File: src/core/fmf_pkg.sv
// Shared constants and types for the FM bit-cell byte framer
package fmf_pkg;

    // Core clock
    localparam int CLK_NS         = 100;
    // Bit cell and pulse timing
    localparam int CELL_NS        = 8000;
    localparam int CELL_CYC       = CELL_NS / CLK_NS;
    localparam int PULSE_NS       = 500;
    localparam int PULSE_CYC      = (PULSE_NS + CLK_NS - 1) / CLK_NS;
    // Media revolution and index pulse
    localparam int REV_MS         = 200;
    localparam int REV_CYC        = REV_MS * 1000000 / CLK_NS;
    localparam int INDEX_NS       = 4000;
    localparam int INDEX_CYC      = (INDEX_NS + CLK_NS - 1) / CLK_NS;

    // Counter widths and sized timing points
    localparam int                TW         = 7;
    localparam logic [TW-1:0]     CELL_LAST  = TW'(CELL_CYC - 1);
    localparam logic [TW-1:0]     CELL_HALF  = TW'(CELL_CYC / 2);
    localparam logic [TW-1:0]     WIN_OPEN   = TW'(CELL_CYC / 4);
    localparam logic [TW-1:0]     WIN_CLOSE  = TW'(3 * CELL_CYC / 4);
    localparam logic [TW-1:0]     MISS_CYC   = TW'(CELL_CYC + CELL_CYC / 4);
    localparam logic [TW-1:0]     MISS_RELD  = TW'(CELL_CYC / 4 + 1);
    localparam logic [3:0]        PULSE_LEN  = 4'(PULSE_CYC);

    // Byte structure
    localparam logic [2:0]        LAST_CELL  = 3'h7;
    localparam logic [5:0]        SYNC_CELLS = 6'h20;
    localparam logic [7:0]        SYNC_ZEROS = 8'h04;
    localparam logic [7:0]        CLK_ALL    = 8'hff;
    localparam logic [7:0]        GAP_FILL   = 8'hff;
    localparam logic [7:0]        ZERO_BYTE  = 8'h00;

    // Host request kinds
    typedef enum logic [1:0] {
        FMF_TX_DATA,
        FMF_TX_MARK,
        FMF_TX_GAP
    } fmf_tx_kind_e;

    // Track gap types
    typedef enum logic [1:0] {
        FMF_POST_INDEX_GAP,
        FMF_ID_TO_DATA_GAP,
        FMF_INTER_RECORD_GAP,
        FMF_PRE_INDEX_GAP
    } fmf_gap_e;

endpackage : fmf_pkg

File: src/core/fmf_link_if.sv
// Serial link between controller and drive, all lines active low
`timescale 1ns/100ps
interface fmf_link_if;
    logic wr_gate_n;
    logic wr_data_n;
    logic rd_data_n;
    logic index_n;
    logic wr_prot_n;

    modport drive (
        input  wr_gate_n,
        input  wr_data_n,
        output rd_data_n,
        output index_n,
        output wr_prot_n
    );

    modport ctrl (
        output wr_gate_n,
        output wr_data_n,
        input  rd_data_n,
        input  index_n,
        input  wr_prot_n
    );
endinterface : fmf_link_if

File: src/core/fmf_ctrl_end.sv
// Controller end: FM encoder, track formatter, data separator, byte aligner
//
// How it works
// - Every cell pairs a clock bit with data
// - Cell spans clock edge to next clock
// - Eight consecutive cells make one byte
// - Cell 0 holds MSB, cell 7 LSB
// - Write shifts cell 0 first, 7 last
// - Multi-byte writes go most significant first
// - Read assembles cell 0 first, MSB byte first
// - Track starts at index; identifiers precede records
// - Gap bytes separate every pair of fields
// - Gaps end in four zero bytes, except pre-index
// - Four gap types: index, id, data, pre-index
// - Drive pulses index once per revolution
// - Drive flips head current per falling edge
// - Marks omit some clock bits
`timescale 1ns/100ps
module fmf_ctrl_end (
    // Clock and reset
    input  wire logic                  core_clk_i,
    input  wire logic                  arst_n_i,
    // Link to drive
    fmf_link_if.ctrl                   link,
    // Track control
    input  wire logic                  start_track_i,
    input  wire logic                  write_stop_i,
    output logic                       busy_o,
    output logic                       index_o,
    // Write byte stream
    input  wire logic                  tx_valid_i,
    input  wire fmf_pkg::fmf_tx_kind_e tx_kind_i,
    input  wire logic [7:0]            tx_data_i,
    input  wire logic [7:0]            tx_clk_i,
    input  wire fmf_pkg::fmf_gap_e     tx_gap_i,
    input  wire logic [7:0]            tx_len_i,
    output logic                       tx_ready_o,
    output logic                       underrun_o,
    // Read byte stream
    input  wire logic                  rd_en_i,
    input  wire logic                  field_end_i,
    output logic                       rx_valid_o,
    output logic [7:0]                 rx_data_o,
    output logic                       rx_mark_o,
    output logic                       rx_aligned_o
);

    typedef enum logic [1:0] {W_IDLE, W_WAIT_INDEX, W_SEND} fmf_wr_state_e;

    fmf_wr_state_e             state;
    logic                      idx_q;
    logic                      idx_fall;
    logic [fmf_pkg::TW-1:0]    cell_cnt;
    logic [2:0]                bit_idx;
    logic                      byte_end;
    logic                      need_byte;
    logic [7:0]                dt_sh;
    logic [7:0]                ck_sh;
    logic [3:0]                pw_cnt;
    logic                      gap_on;
    fmf_pkg::fmf_gap_e         gap_type;
    logic [7:0]                gap_left;
    logic                      gap_more;
    logic [7:0]                next_dt;
    logic [7:0]                next_ck;
    logic                      take_tx;
    logic                      rd_q;
    logic                      rd_fall;
    logic                      locked;
    logic [fmf_pkg::TW-1:0]    rtimer;
    logic                      cell_dat;
    logic                      prev_ck;
    logic                      is_clk;
    logic                      timeout;
    logic                      cell_ev;
    logic [7:0]                dsr;
    logic [7:0]                csr;
    logic [7:0]                next_dsr;
    logic [7:0]                next_csr;
    logic [5:0]                zrun;
    logic [2:0]                acnt;

    // Gap content: fill, then the closing zero bytes for the separator
    function automatic logic [7:0] gap_byte(input fmf_pkg::fmf_gap_e typ,
                                            input logic [7:0] left);
        if (typ != fmf_pkg::FMF_PRE_INDEX_GAP && left <= fmf_pkg::SYNC_ZEROS) begin
            gap_byte = fmf_pkg::ZERO_BYTE;
        end else begin
            gap_byte = fmf_pkg::GAP_FILL;
        end
    endfunction : gap_byte

    // Index edge, the link is on this clock already
    assign idx_fall = idx_q && !link.index_n;

    always_ff @(posedge core_clk_i or negedge arst_n_i) begin
        if (!arst_n_i) begin
            idx_q   <= 1'b1;
            index_o <= 1'b0;
        end else begin
            idx_q   <= link.index_n;
            index_o <= idx_fall;
        end
    end

    // Write sequencing; a pre-index gap runs until the next index
    always_ff @(posedge core_clk_i or negedge arst_n_i) begin
        if (!arst_n_i) begin
            state <= W_IDLE;
        end else begin
            case (state)
                W_IDLE: begin
                    if (start_track_i) begin
                        state <= W_WAIT_INDEX;
                    end
                end
                W_WAIT_INDEX: begin
                    if (idx_fall) begin
                        state <= W_SEND;
                    end
                end
                W_SEND: begin
                    if ((write_stop_i && byte_end) || (idx_fall && gap_on
                            && gap_type == fmf_pkg::FMF_PRE_INDEX_GAP)) begin
                        state <= W_IDLE;
                    end
                end
                default: state <= W_IDLE;
            endcase
        end
    end

    assign busy_o    = state != W_IDLE;
    assign byte_end  = cell_cnt == fmf_pkg::CELL_LAST && bit_idx == fmf_pkg::LAST_CELL;
    assign need_byte = (state == W_WAIT_INDEX && idx_fall) || (state == W_SEND && byte_end);
    assign gap_more  = gap_on && (gap_type == fmf_pkg::FMF_PRE_INDEX_GAP || gap_left != 8'h0);
    assign take_tx   = need_byte && !gap_more && tx_valid_i;
    assign tx_ready_o = need_byte && !gap_more;

    // Byte source: running gap, host byte, or fill on underrun
    always_comb begin
        next_ck = fmf_pkg::CLK_ALL;
        next_dt = fmf_pkg::GAP_FILL;
        if (gap_more) begin
            next_dt = gap_byte(gap_type, gap_left);
        end else if (tx_valid_i) begin
            case (tx_kind_i)
                fmf_pkg::FMF_TX_MARK: begin
                    next_dt = tx_data_i;
                    next_ck = tx_clk_i;
                end
                fmf_pkg::FMF_TX_GAP: next_dt = gap_byte(tx_gap_i, tx_len_i);
                default: next_dt = tx_data_i;
            endcase
        end
    end

    // Gap bookkeeping, one count per byte sent
    always_ff @(posedge core_clk_i or negedge arst_n_i) begin
        if (!arst_n_i) begin
            gap_on   <= 1'b0;
            gap_type <= fmf_pkg::FMF_POST_INDEX_GAP;
            gap_left <= 8'h0;
        end else if (state == W_IDLE) begin
            gap_on <= 1'b0;
        end else if (need_byte) begin
            if (gap_more) begin
                gap_left <= gap_left - 8'h1;
            end else if (take_tx && tx_kind_i == fmf_pkg::FMF_TX_GAP) begin
                gap_on   <= 1'b1;
                gap_type <= tx_gap_i;
                gap_left <= (tx_len_i == 8'h0) ? 8'h0 : tx_len_i - 8'h1;
            end else begin
                gap_on <= 1'b0;
            end
        end
    end

    // Cell timer and MSB-first shifters
    always_ff @(posedge core_clk_i or negedge arst_n_i) begin
        if (!arst_n_i) begin
            cell_cnt   <= '0;
            bit_idx    <= 3'h0;
            dt_sh      <= 8'h0;
            ck_sh      <= 8'h0;
            underrun_o <= 1'b0;
        end else begin
            underrun_o <= need_byte && !gap_more && !tx_valid_i;
            if (need_byte) begin
                cell_cnt <= '0;
                bit_idx  <= 3'h0;
                dt_sh    <= next_dt;
                ck_sh    <= next_ck;
            end else if (state == W_SEND) begin
                if (cell_cnt == fmf_pkg::CELL_LAST) begin
                    cell_cnt <= '0;
                    bit_idx  <= bit_idx + 3'h1;
                    dt_sh    <= {dt_sh[6:0], 1'b0};
                    ck_sh    <= {ck_sh[6:0], 1'b0};
                end else begin
                    cell_cnt <= cell_cnt + 1'b1;
                end
            end
        end
    end

    // FM pulses: clock at cell start, data at mid-cell when one
    always_ff @(posedge core_clk_i or negedge arst_n_i) begin
        if (!arst_n_i) begin
            pw_cnt         <= 4'h0;
            link.wr_data_n <= 1'b1;
            link.wr_gate_n <= 1'b1;
        end else begin
            if (state == W_SEND && ((cell_cnt == '0 && ck_sh[7])
                    || (cell_cnt == fmf_pkg::CELL_HALF && dt_sh[7]))) begin
                pw_cnt <= fmf_pkg::PULSE_LEN;
            end else if (pw_cnt != 4'h0) begin
                pw_cnt <= pw_cnt - 4'h1;
            end
            link.wr_data_n <= !(pw_cnt != 4'h0);
            link.wr_gate_n <= !(state == W_SEND);
        end
    end

    // Data separator: pulses in the mid window are data, others clock
    assign rd_fall = rd_q && !link.rd_data_n;
    assign is_clk  = rd_fall && (!locked || rtimer < fmf_pkg::WIN_OPEN
                                 || rtimer >= fmf_pkg::WIN_CLOSE);
    assign timeout = locked && !rd_fall && rtimer == fmf_pkg::MISS_CYC;
    assign cell_ev = locked && (is_clk || timeout);

    always_ff @(posedge core_clk_i or negedge arst_n_i) begin
        if (!arst_n_i) begin
            rd_q     <= 1'b1;
            locked   <= 1'b0;
            rtimer   <= '0;
            cell_dat <= 1'b0;
            prev_ck  <= 1'b0;
        end else begin
            rd_q <= link.rd_data_n;
            if (!rd_en_i) begin
                locked   <= 1'b0;
                rtimer   <= '0;
                cell_dat <= 1'b0;
            end else if (is_clk) begin
                locked   <= 1'b1;
                rtimer   <= fmf_pkg::TW'(1);
                cell_dat <= 1'b0;
                prev_ck  <= 1'b1;
            end else if (timeout) begin
                rtimer   <= fmf_pkg::MISS_RELD;
                cell_dat <= 1'b0;
                prev_ck  <= 1'b0;
            end else begin
                if (rd_fall) begin
                    cell_dat <= 1'b1;
                end
                rtimer <= rtimer + 1'b1;
            end
        end
    end

    // Finished cell enters at the low end; cell 0 ends up in the MSB
    assign next_dsr = {dsr[6:0], cell_dat};
    assign next_csr = {csr[6:0], prev_ck};

    // Byte alignment and delivery
    always_ff @(posedge core_clk_i or negedge arst_n_i) begin
        if (!arst_n_i) begin
            dsr          <= 8'h0;
            csr          <= 8'h0;
            zrun         <= 6'h0;
            acnt         <= 3'h0;
            rx_aligned_o <= 1'b0;
            rx_valid_o   <= 1'b0;
            rx_data_o    <= 8'h0;
            rx_mark_o    <= 1'b0;
        end else begin
            rx_valid_o <= 1'b0;
            if (!rd_en_i || field_end_i) begin
                rx_aligned_o <= 1'b0;
                zrun         <= 6'h0;
            end else if (cell_ev) begin
                dsr <= next_dsr;
                csr <= next_csr;
                // Cell leaving the window feeds the zero-run count
                if (!dsr[7] && csr[7]) begin
                    zrun <= (zrun == fmf_pkg::SYNC_CELLS) ? zrun : zrun + 6'h1;
                end else begin
                    zrun <= 6'h0;
                end
                if (!rx_aligned_o) begin
                    if (zrun == fmf_pkg::SYNC_CELLS && next_csr != fmf_pkg::CLK_ALL
                            && next_dsr[7]) begin
                        rx_aligned_o <= 1'b1;
                        acnt         <= 3'h0;
                        rx_valid_o   <= 1'b1;
                        rx_data_o    <= next_dsr;
                        rx_mark_o    <= 1'b1;
                    end
                end else begin
                    acnt <= acnt + 3'h1;
                    if (acnt == fmf_pkg::LAST_CELL) begin
                        rx_valid_o <= 1'b1;
                        rx_data_o  <= next_dsr;
                        rx_mark_o  <= next_csr != fmf_pkg::CLK_ALL;
                    end
                end
            end
        end
    end

endmodule : fmf_ctrl_end

File: src/flat_wrapper.sv
// flat-port wrapper written by rule: the top's interface ports become plain ports
module fmf_ctrl_end_flat 
  (core_clk_i, arst_n_i, start_track_i, write_stop_i, busy_o, index_o, tx_valid_i, tx_kind_i, tx_data_i, tx_clk_i, tx_gap_i, tx_len_i, tx_ready_o, underrun_o, rd_en_i, field_end_i, rx_valid_o, rx_data_o, rx_mark_o, rx_aligned_o, link_wr_gate_n, link_wr_data_n, link_rd_data_n, link_index_n, link_wr_prot_n);
  fmf_link_if link_i ();
  input  wire logic core_clk_i;
  input  wire logic arst_n_i;
  input  wire logic start_track_i;
  input  wire logic write_stop_i;
  output logic busy_o;
  output logic index_o;
  input  wire logic tx_valid_i;
  input  wire fmf_pkg::fmf_tx_kind_e tx_kind_i;
  input  wire logic [7:0] tx_data_i;
  input  wire logic [7:0] tx_clk_i;
  input  wire fmf_pkg::fmf_gap_e tx_gap_i;
  input  wire logic [7:0] tx_len_i;
  output logic tx_ready_o;
  output logic underrun_o;
  input  wire logic rd_en_i;
  input  wire logic field_end_i;
  output logic rx_valid_o;
  output logic [7:0] rx_data_o;
  output logic rx_mark_o;
  output logic rx_aligned_o;
  output wire logic [$bits(link_i.wr_gate_n)-1:0] link_wr_gate_n;
  output wire logic [$bits(link_i.wr_data_n)-1:0] link_wr_data_n;
  input wire logic [$bits(link_i.rd_data_n)-1:0] link_rd_data_n;
  input wire logic [$bits(link_i.index_n)-1:0] link_index_n;
  input wire logic [$bits(link_i.wr_prot_n)-1:0] link_wr_prot_n;
  assign link_wr_gate_n = link_i.wr_gate_n;
  assign link_wr_data_n = link_i.wr_data_n;
  assign link_i.rd_data_n = link_rd_data_n;
  assign link_i.index_n = link_index_n;
  assign link_i.wr_prot_n = link_wr_prot_n;
  fmf_ctrl_end u_core (.core_clk_i(core_clk_i), .arst_n_i(arst_n_i), .link(link_i), .start_track_i(start_track_i), .write_stop_i(write_stop_i), .busy_o(busy_o), .index_o(index_o), .tx_valid_i(tx_valid_i), .tx_kind_i(tx_kind_i), .tx_data_i(tx_data_i), .tx_clk_i(tx_clk_i), .tx_gap_i(tx_gap_i), .tx_len_i(tx_len_i), .tx_ready_o(tx_ready_o), .underrun_o(underrun_o), .rd_en_i(rd_en_i), .field_end_i(field_end_i), .rx_valid_o(rx_valid_o), .rx_data_o(rx_data_o), .rx_mark_o(rx_mark_o), .rx_aligned_o(rx_aligned_o));
endmodule
File: config.mk
export PLATFORM = sky130hd
export DESIGN_NAME = fmf_ctrl_end_flat
export DESIGN_NICKNAME = d
export VERILOG_FILES = /design/src/core/fmf_pkg.sv /design/src/core/fmf_link_if.sv /design/src/core/fmf_ctrl_end.sv /design/src/flat_wrapper.sv
export SDC_FILE = /design/constraint.sdc
export NUM_CORES = 1
export LEC_CHECK = 0
export ABC_AREA = 1
export BUFFER_PORTS_ARGS = -buffer_cell sky130_fd_sc_hd__buf_2
export CORE_MARGIN = 3
export CORE_UTILIZATION = 34
export CTS_CLUSTER_DIAMETER = 150
export CTS_CLUSTER_SIZE = 16
export DETAILED_ROUTE_END_ITERATION = 8
export SLEW_MARGIN = 20
export SYNTH_ARGS = -nofsm -noshare
export SYNTH_HDL_FRONTEND = slang
export SYNTH_SLANG_ARGS = --single-unit
File: constraint.sdc
create_clock -name core_clk_i -period 1.6 [get_ports core_clk_i]
set_input_delay 0.32 -clock core_clk_i [delete_from_list [all_inputs] [get_ports core_clk_i]]
set_output_delay 0.32 -clock core_clk_i [all_outputs]
set_load 0.05 [all_outputs]
==> qor.json, run 1 <==
{
  "grt": {
    "grt_use_total_pct": 14.19,
    "vias_in_the_first_global_route": 4499,
    "globalRouteOverflowTotal": 0,
    "first_pass_grt_wire_length_mm": 20.47,
    "grt_max_degree": 52,
    "antenna_found_initial": 0
  },
  "finish": {
    "nFillCells": 1518,
    "drive_above_1_share_pct": 33.14,
    "layout_common_cells": "218 x sky130_fd_sc_hd__nand2_1, 90 x sky130_fd_sc_hd__dfrtp_1, 79 x sky130_fd_sc_hd__buf_4",
    "final_core_utilization_pct": 48.28,
    "finish.instance_area_sq_um": 7395,
    "finalNetCount": 896,
    "layout.cells.most_common": "sky130_fd_sc_hd__nand2_1",
    "syn2layout_area_growth_pct": 38.34,
    "antenna_cells": 0
  },
  "floorplan": {
    "core_region_area_sq_um": 15310,
    "initial_utilization_pct": 34.90,
    "die_area_sq_um": 17260,
    "floorplan.rows": 45,
    "die-height_microns": 131.4,
    "count_of_boundary_i_o_pins": 55,
    "dieWidth_microns": 131.4
  },
  "sta": {
    "worst_slack_ps": -329.5,
    "setup_viol": 32,
    "timing.slew.headroom_pct": 74.69,
    "layout_min_cycle_time_ps": 1930,
    "hold_viol_final": 0,
    "fmaxAchievable_ghz": 0.5183,
    "skew_ps": 8.149,
    "max_slew.worst_pin.slew_ps": 378.8,
    "rsz0062_at_grt": "yes",
    "final_report_max_slew_violation_count": 0,
    "timing.final.crit_share_pct": 120.6
  },
  "synthesis": {
    "netlist-cell-type-count": 43,
    "synthesis.nets": 746,
    "synthArstFlopShare_pct": 100.0,
    "avgSynthCellArea_sq_um": 7.713,
    "post_synth_inst_count": 693,
    "post_synthesis_instance_area_sq_um": 5345,
    "synth_top_flop_cell": "sky130_fd_sc_hd__dfrtp_1",
    "synth.yosys.warnings": 0,
    "synth.ff_latch_count": 95,
    "synth_seq_area_share_pct": 44.57,
    "synth-edff-count": 0
  },
  "detailed_routing": {
    "ant_nets": 0,
    "num_vias": 4842,
    "route.detailed.drc": 0,
    "detailed_route_vias_per_instance": 4.572,
    "wl_per_cell_microns": 11.91,
    "drtIter0Drc": 211,
    "count_of_tritonroute_iterations_in_the_first_routing_pass": 4,
    "postRouteWirelength_mm": 12.61
  },
  "status": {
    "outcome": "finished, violations left",
    "failed_checks": "setup timing"
  },
  "critical_path": {
    "crit_path_max_fanout": 2,
    "critPathSlowestCell": "sky130_fd_sc_hd__dfrtp_1",
    "timing.critical_path.arrival_ps": 1610,
    "cp-start-kind": "flip-flop",
    "crit_family": "simple AND/OR/NAND/NOR gates",
    "critical_path.n_buffers_inverters": 2,
    "path_class": "reg -> out",
    "worstPathCellList": "ha_4, nand3_4, nor2_4, nand3_4, nand2_4, inv_4, nor2_4, buf_8",
    "timing.critical_path.slowest_cell_delay_ps": 390,
    "cp_data_required_time_ps": 1280,
    "crit_path_end_kind": "output port"
  },
  "power_and_ir_drop": {
    "p_int_mw": 5.762,
    "net-switching-power_mw": 2.972,
    "power.share.switching_pct": 34.03,
    "power.sequential.fraction_pct": 36.8,
    "cellLeakagePower_nw": 3.735,
    "power.clock.fraction_pct": 26.7,
    "comb_power_share_pct": 36.5,
    "power_density_nw_per_um2": 1181,
    "maximum_vdd_drop_v": 0.0007937
  },
  "place": {
    "placed_area_sq_um": 6326,
    "dp.final_hpwl_mm": 8.348,
    "placer_congestion": 0.7704,
    "preCtsSetupSlack_ps": -149.7,
    "port-buffer-count": 53
  },
  "min_path": {
    "min_path_type": "in -> reg"
  },
  "clocking": {
    "max-clock-path-buffers": 2,
    "clock_insertion_delay_worst_skew_ps": 350,
    "htree_levels": 3,
    "clk_root_buffer_cell": "sky130_fd_sc_hd__clkbuf_16",
    "reg_clk_slew_reported_paths_ps": 70,
    "tritoncts": "built",
    "cts_made_buffers": 9,
    "cts.sink_count": 95
  },
  "flow_run": {
    "maxCapViolCount": 0
  }
}
==> registers in the layout (all words and copies together) (netlist names), 2 cells and up <==
register,count
u_core.rtimer,7
u_core.ck_sh,8
u_core.acnt,3
u_core.csr,8
u_core.dsr,8
u_core.rx_data_o,8
u_core.zrun,6
u_core.state,2
u_core.bit_idx,3
u_core.pw_cnt,4
u_core.gap_left,8
u_core.cell_cnt,7
u_core.dt_sh,8
u_core.gap_type,2
==> repair_timing <==
item                                    4_1_cts  5_1_grt
hold endpoints to repair                     91        0
setup buffers                                16        7
hold buffers                                  1        0
endpoints found under the setup margin       50       74
pin swaps                                    17       28
cloned                                        2        4
gates resized for setup                      51       92
==> logic make-up (layout without fill, tap and decap cells) <==
family / count (synthesis) / after routing / synth area share (%)
flip-flops: 95 / 95 / 44.57
adder cells (fa/ha/maj): 15 / 15 / 3.511
AO/OA/AOI/OAI: 58 / 58 / 5.829
AND/OR/NAND/NOR: 429 / 432 / 36.07
buffers and inverters: 82 / 234 / 7.725
XOR/XNOR: 14 / 14 / 2.294
==> worst reg2reg max path: cells and delay by family (launching register included) <==
family | cells | cell delay (ps)
adders and majority gates | 1 | 180
buffers and inverters | 6 | 650
and+or+nand+nor | 5 | 500
DFF | 1 | 410
==> cells in the mapped netlist (4+ instances only) <==
master                    count  area share, %
sky130_fd_sc_hd__nand3_1     65            6.1
sky130_fd_sc_hd__nand2_2      4           0.47
sky130_fd_sc_hd__nor2_1      74            5.2
sky130_fd_sc_hd__dfstp_2      4            2.0
sky130_fd_sc_hd__a21oi_1     15            1.4
sky130_fd_sc_hd__nor3b_1      4           0.56
sky130_fd_sc_hd__nand4_1      8           0.94
sky130_fd_sc_hd__nand2_1    234             16
sky130_fd_sc_hd__ha_1        15            3.5
sky130_fd_sc_hd__nor2_2       4           0.47
sky130_fd_sc_hd__buf_6        6            1.3
sky130_fd_sc_hd__xnor2_1      4           0.66
sky130_fd_sc_hd__xor2_1      10            1.6
sky130_fd_sc_hd__buf_4        4           0.56
sky130_fd_sc_hd__nand2_4      6            1.3
sky130_fd_sc_hd__inv_1       58            4.1
sky130_fd_sc_hd__nor3_1      14            1.3
sky130_fd_sc_hd__dfrtp_1     91             43
sky130_fd_sc_hd__o21ai_0     35            3.3
==> routing by layer <==
layer / track usage [%] / wire (microns)
met1: 18.94 / 6020
met5: 0 / 0
met4: 3.617 / 165
met2: 22.96 / 5946
met3: 3.867 / 480
==> through the flow <==
stage                     setup TNS (ps)  total power [mW]  hold slack, ps  cells
after floorplan                   -330.9             5.003           24.41    693
after global placement             -2094             5.932           337.4   1015
after detailed placement           -2760             5.976           334.8   1015
after CTS                          -5570             8.654           57.46   1049
after global routing               -9472             9.360           64.33   1059
final                              -5084             8.735           80.49   1059
==> final timing paths <==
check                                                start                         endpoint  slack, ps  cells after the start
max                         u_core.cell_cnt[0]$_DFFE_PN0P_                       tx_ready_o       -330                      8
min                                         link_rd_data_n            u_core.rd_q$_DFF_PN1_         80                      1
max reg2reg                 u_core.cell_cnt[0]$_DFFE_PN0P_   u_core.cell_cnt[4]$_DFFE_PN0P_       -240                     12
min reg2reg                u_core.rx_data_o[6]$_DFFE_PN0P_  u_core.rx_data_o[6]$_DFFE_PN0P_        470                      2
max in group asynchronous                         arst_n_i           u_core.idx_q$_DFF_PN1_        780                      3
min in group asynchronous                         arst_n_i  u_core.rx_data_o[0]$_DFFE_PN0P_        500                      3
==> power groups by stage <==
stage               Combinational (mW)  Clock, mW  Sequential, mW
finish                            3.18       2.33            3.22
global route                      3.56       2.52            3.28
CTS                               3.05       2.42            3.19
detailed placement                2.76          0            3.21
global placement                  2.73          0            3.21
floorplan                         1.71          0            3.29
==> final cells by class <==
class	instances	area, sq um	share of cell area (%)
multi-input combinational	519	2947	39.85
inverter	65	269.0	3.638
tap	211	264.0	3.570
clock inverter	5	81.33	1.100
sequential	95	2384	32.23
timing repair buffer	151	1175	15.89
clock buffer	11	242.7	3.283
timing repair inverter	2	32.53	0.4399
No activity file was read; power rests on OpenSTA's default activity.
==> run 2: changes to the inputs <==
--- a/config.mk
+++ b/config.mk
@@ -6,12 +6,12 @@
 export NUM_CORES = 1
 export LEC_CHECK = 0
 export ABC_AREA = 1
-export BUFFER_PORTS_ARGS = -buffer_cell sky130_fd_sc_hd__buf_2
 export CORE_MARGIN = 3
 export CORE_UTILIZATION = 34
 export CTS_CLUSTER_DIAMETER = 150
 export CTS_CLUSTER_SIZE = 16
 export DETAILED_ROUTE_END_ITERATION = 8
+export DONT_BUFFER_PORTS = 1
 export SLEW_MARGIN = 20
 export SYNTH_ARGS = -nofsm -noshare
 export SYNTH_HDL_FRONTEND = slang
==> qor.json, run 2 (same netlist as run 1, synthesis figures left out) <==
{
  "critical_path": {
    "path_class": "reg -> out",
    "crit_path_max_fanout": {"value": 6, "change": "+4"},
    "timing.critical_path.slowest_cell_delay": {"value": 390, "unit": "ps", "change": "about the same"},
    "crit_path_end_kind": "output port",
    "timing.critical_path.arrival": {"value": 1620, "unit": "ps", "change": "about the same"},
    "cp_data_required_time": {"value": 1280, "unit": "ps", "change": "about the same"},
    "crit_top_cell": "sky130_fd_sc_hd__nor2_4",
    "critPathSlowestCell": "sky130_fd_sc_hd__dfrtp_1",
    "worstPathCellList": "nor2_2, nand2_2, nor2_4, nand3_4, nand2_4, inv_4, nor2_4, buf_12",
    "setup.reg_to_reg.worst_slack": {"value": -220, "unit": "ps", "change": "+20 ps"},
    "cp-start-kind": "flip-flop"
  },
  "grt": {
    "grt_use_total": {"value": 14.30, "unit": "%", "change": "+0.11 points"},
    "first_pass_grt_wire_length": {"value": 20.65, "unit": "mm", "change": "+0.91%"},
    "globalRouteOverflowTotal": {"value": 0, "change": "unchanged"},
    "vias_in_the_first_global_route": {"value": 4461, "change": "-0.84%"},
    "grt_max_degree": {"value": 96, "change": "+85%"},
    "antenna_found_initial": {"value": 0, "change": "unchanged"}
  },
  "finish": {
    "finalNetCount": {"value": 837, "change": "-6.6%"},
    "syn2layout_area_growth_pct": 33.92,
    "finish.cell_count_without_fillers": {"value": 1000, "change": "-5.6%"},
    "antenna_cells": {"value": 0, "change": "unchanged"},
    "drive_above_1_share": {"value": 30.42, "unit": "%", "change": "-2.7 points"},
    "layout_common_cells": "200 x sky130_fd_sc_hd__nand2_1, 90 x sky130_fd_sc_hd__dfrtp_1, 64 x sky130_fd_sc_hd__nor2_1",
    "layout.cells.most_common": "sky130_fd_sc_hd__nand2_1",
    "finish.instance_area": {"value": 7158, "unit": "sq um", "change": "-3.2%"}
  },
  "sta": {
    "setup_viol": {"value": 46, "change": "+44%"},
    "skew": {"value": 7.894, "unit": "ps", "change": "-0.2549 ps"},
    "hold_viol_final": {"value": 95, "change": "+95"},
    "final_hold_slack": {"value": -342.2, "unit": "ps", "change": "-422.7 ps"},
    "timing.slew.headroom": {"value": 66.43, "unit": "%", "change": "-8.3 points"},
    "final_report_max_slew_violation_count": {"value": 0, "change": "unchanged"},
    "timing.final.crit_share": {"value": 121.2, "unit": "%", "change": "+0.60 points"},
    "fmaxAchievable": {"value": 0.5157, "unit": "GHz", "change": "-0.49%"},
    "rsz0062_at_grt": "yes",
    "max_slew.worst_pin.slew": {"value": 503.6, "unit": "ps", "change": "+124.9 ps"},
    "layout_min_cycle_time": {"value": 1939, "unit": "ps", "change": "+9.582 ps"},
    "worst_slack": {"value": -339.1, "unit": "ps", "change": "-9.582 ps"}
  },
  "clocking": {
    "clock_insertion_delay_worst_skew": {"value": 350, "unit": "ps", "change": "about the same"},
    "reg_clk_slew_reported_paths": {"value": 70, "unit": "ps", "change": "about the same"},
    "tritoncts": "built",
    "cts_made_buffers": {"value": 9, "change": "unchanged"},
    "htree_levels": {"value": 3, "change": "unchanged"},
    "max-clock-path-buffers": {"value": 2, "change": "unchanged"},
    "clk_root_buffer_cell": "sky130_fd_sc_hd__clkbuf_16",
    "ctsHoldBuffers": {"value": 3, "change": "+2"},
    "cts.sink_count": {"value": 95, "change": "unchanged"}
  },
  "detailed_routing": {
    "wl_per_cell": {"value": 12.65, "unit": "microns", "change": "+6.2%"},
    "drtIter0Drc": {"value": 266, "change": "+26%"},
    "ant_nets": {"value": 0, "change": "unchanged"},
    "num_vias": {"value": 4645, "change": "-4.1%"},
    "detailed_route_vias_per_instance": {"value": 4.645, "change": "+1.6%"},
    "route.detailed.drc": {"value": 0, "change": "unchanged"},
    "postRouteWirelength": {"value": 12.65, "unit": "mm", "change": "+0.29%"},
    "count_of_tritonroute_iterations_in_the_first_routing_pass": {"value": 4, "change": "unchanged"}
  },
  "floorplan": {
    "initial_utilization": {"value": 34.90, "unit": "%", "change": "unchanged"},
    "count_of_boundary_i_o_pins": {"value": 55, "change": "unchanged"},
    "floorplan.rows": {"value": 45, "change": "unchanged"},
    "dieWidth": {"value": 131.4, "unit": "microns", "change": "unchanged"},
    "die_area": {"value": 17260, "unit": "sq um", "change": "unchanged"},
    "core_region_area": {"value": 15310, "unit": "sq um", "change": "unchanged"},
    "die-height": {"value": 131.4, "unit": "microns", "change": "unchanged"}
  },
  "place": {
    "placed_cells": {"value": 952, "change": "-6.2%"},
    "placer_congestion": {"value": 0.7740, "change": "+0.47%"},
    "placed_area": {"value": 5971, "unit": "sq um", "change": "-5.6%"},
    "port-buffer-count": {"value": 0, "change": "-100%"},
    "dp.final_hpwl": {"value": 8.033, "unit": "mm", "change": "-3.8%"}
  },
  "min_path": {
    "min_path_type": "in -> async"
  },
  "flow_run": {
    "maxCapViolCount": {"value": 0, "change": "unchanged"}
  },
  "power_and_ir_drop": {
    "power_density": {"value": 1201, "unit": "nW/um^2", "change": "+1.7%"},
    "maximum_vdd_drop": {"value": 0.0007509, "unit": "V", "change": "-5.4%"},
    "cellLeakagePower": {"value": 3.428, "unit": "nW", "change": "-8.2%"}
  },
  "status": {
    "outcome": "finished, violations left",
    "failed_checks": "hold timing, setup timing"
  }
}
[run 2: cell count changes in the layout (fill, tap and decap cells not counted), sizes merged]
cell	delta
buf	-62
clkinv	-3
clkbuf	-2
dlygate4sd3	+2
inv	+2
nor2	+2
bufbuf	+1
bufinv	-1
clkinvlp	+1
nand2	+1
[run 2: worst paths after layout]
check | startpoint | to | cells after the start
setup reg to reg | u_core.bit_idx[0]$_DFFE_PN0P_ | u_core.ck_sh[2]$_DFFE_PN0P_ | 12
hold / removal | arst_n_i | u_core.rx_data_o[1]$_DFFE_PN0P_ | 0
max in group asynchronous | arst_n_i | u_core.idx_q$_DFF_PN1_ | 0
min in group core_clk_i | rd_en_i | u_core.locked$_DFFE_PN0P_ | 2
hold reg to reg | u_core.ck_sh[4]$_DFFE_PN0P_ | u_core.ck_sh[4]$_DFFE_PN0P_ | 2
setup / recovery | u_core.cell_cnt[4]$_DFFE_PN0P_ | tx_ready_o | 8
[run 2: timing repair]
| action | in CTS | in global routing |
|---|---|---|
| endpoints found under the setup margin | 46 | 75 |
| resized for setup | 51 | 117 |
| hold endpoints to repair | 98 | 95 |
| setup buffers | 15 | 7 |
| pin swaps | 12 | 48 |
| cloned | 4 | 5 |
[run 2: power by group]
group          switching [mW]  total (mW)  internal [mW]
sequential              0.438        3.34           2.90
clock                   0.979        2.24           1.26
combinational            1.57        3.02           1.44
total                    2.99        8.60           5.61
[run 2: worst max-delay path, delay by kind of cell (launching register included)]
| kind | cells | cell delay (ps) |
|---|---|---|
| and+or+nand+nor | 6 | 670 |
| DFF | 1 | 390 |
| buffers and inverters | 2 | 190 |
[run 2: cell type report]
class	instances	area [sq um]
flip-flops and latches	95	2384
inverters	65	266.5
repair buffers	91	890.9
multi-input cells	522	3047
fillers	1495	8157
clock buffers	10	239.0
well taps	211	264.0
clock inverters	6	67.56
[run 2: metal layers]
| layer | track usage (%) | wire, microns | up-vias |
|---|---|---|---|
| met5 | 0 | 0 | - |
| met4 | 4.317 | 80 | 0 |
| met3 | 3.178 | 429 | 7 |
| met2 | 23.30 | 6076 | 76 |
| met1 | 19.11 | 6062 | 2151 |
| li1 | - | - | 2411 |
[run 2: per-stage QoR]
step / setup slack, ps / util (%) / TNS (ps) / power [mW] / hold slack, ps
3_3_place_gp: -75.49 / 38.99 / -1249 / 5.724 / 28.38
3_5_place_dp: -105.0 / 38.99 / -1624 / 5.768 / 27.89
2_1_floorplan: -123.1 / - / -330.9 / 5.003 / 24.41
4_1_cts: -369.0 / 43.61 / -3911 / 8.370 / -361.1
5_1_grt: -439.7 / 46.74 / -10360 / 9.226 / -364.7
6_report: -339.1 / 46.74 / -4481 / 8.597 / -342.2
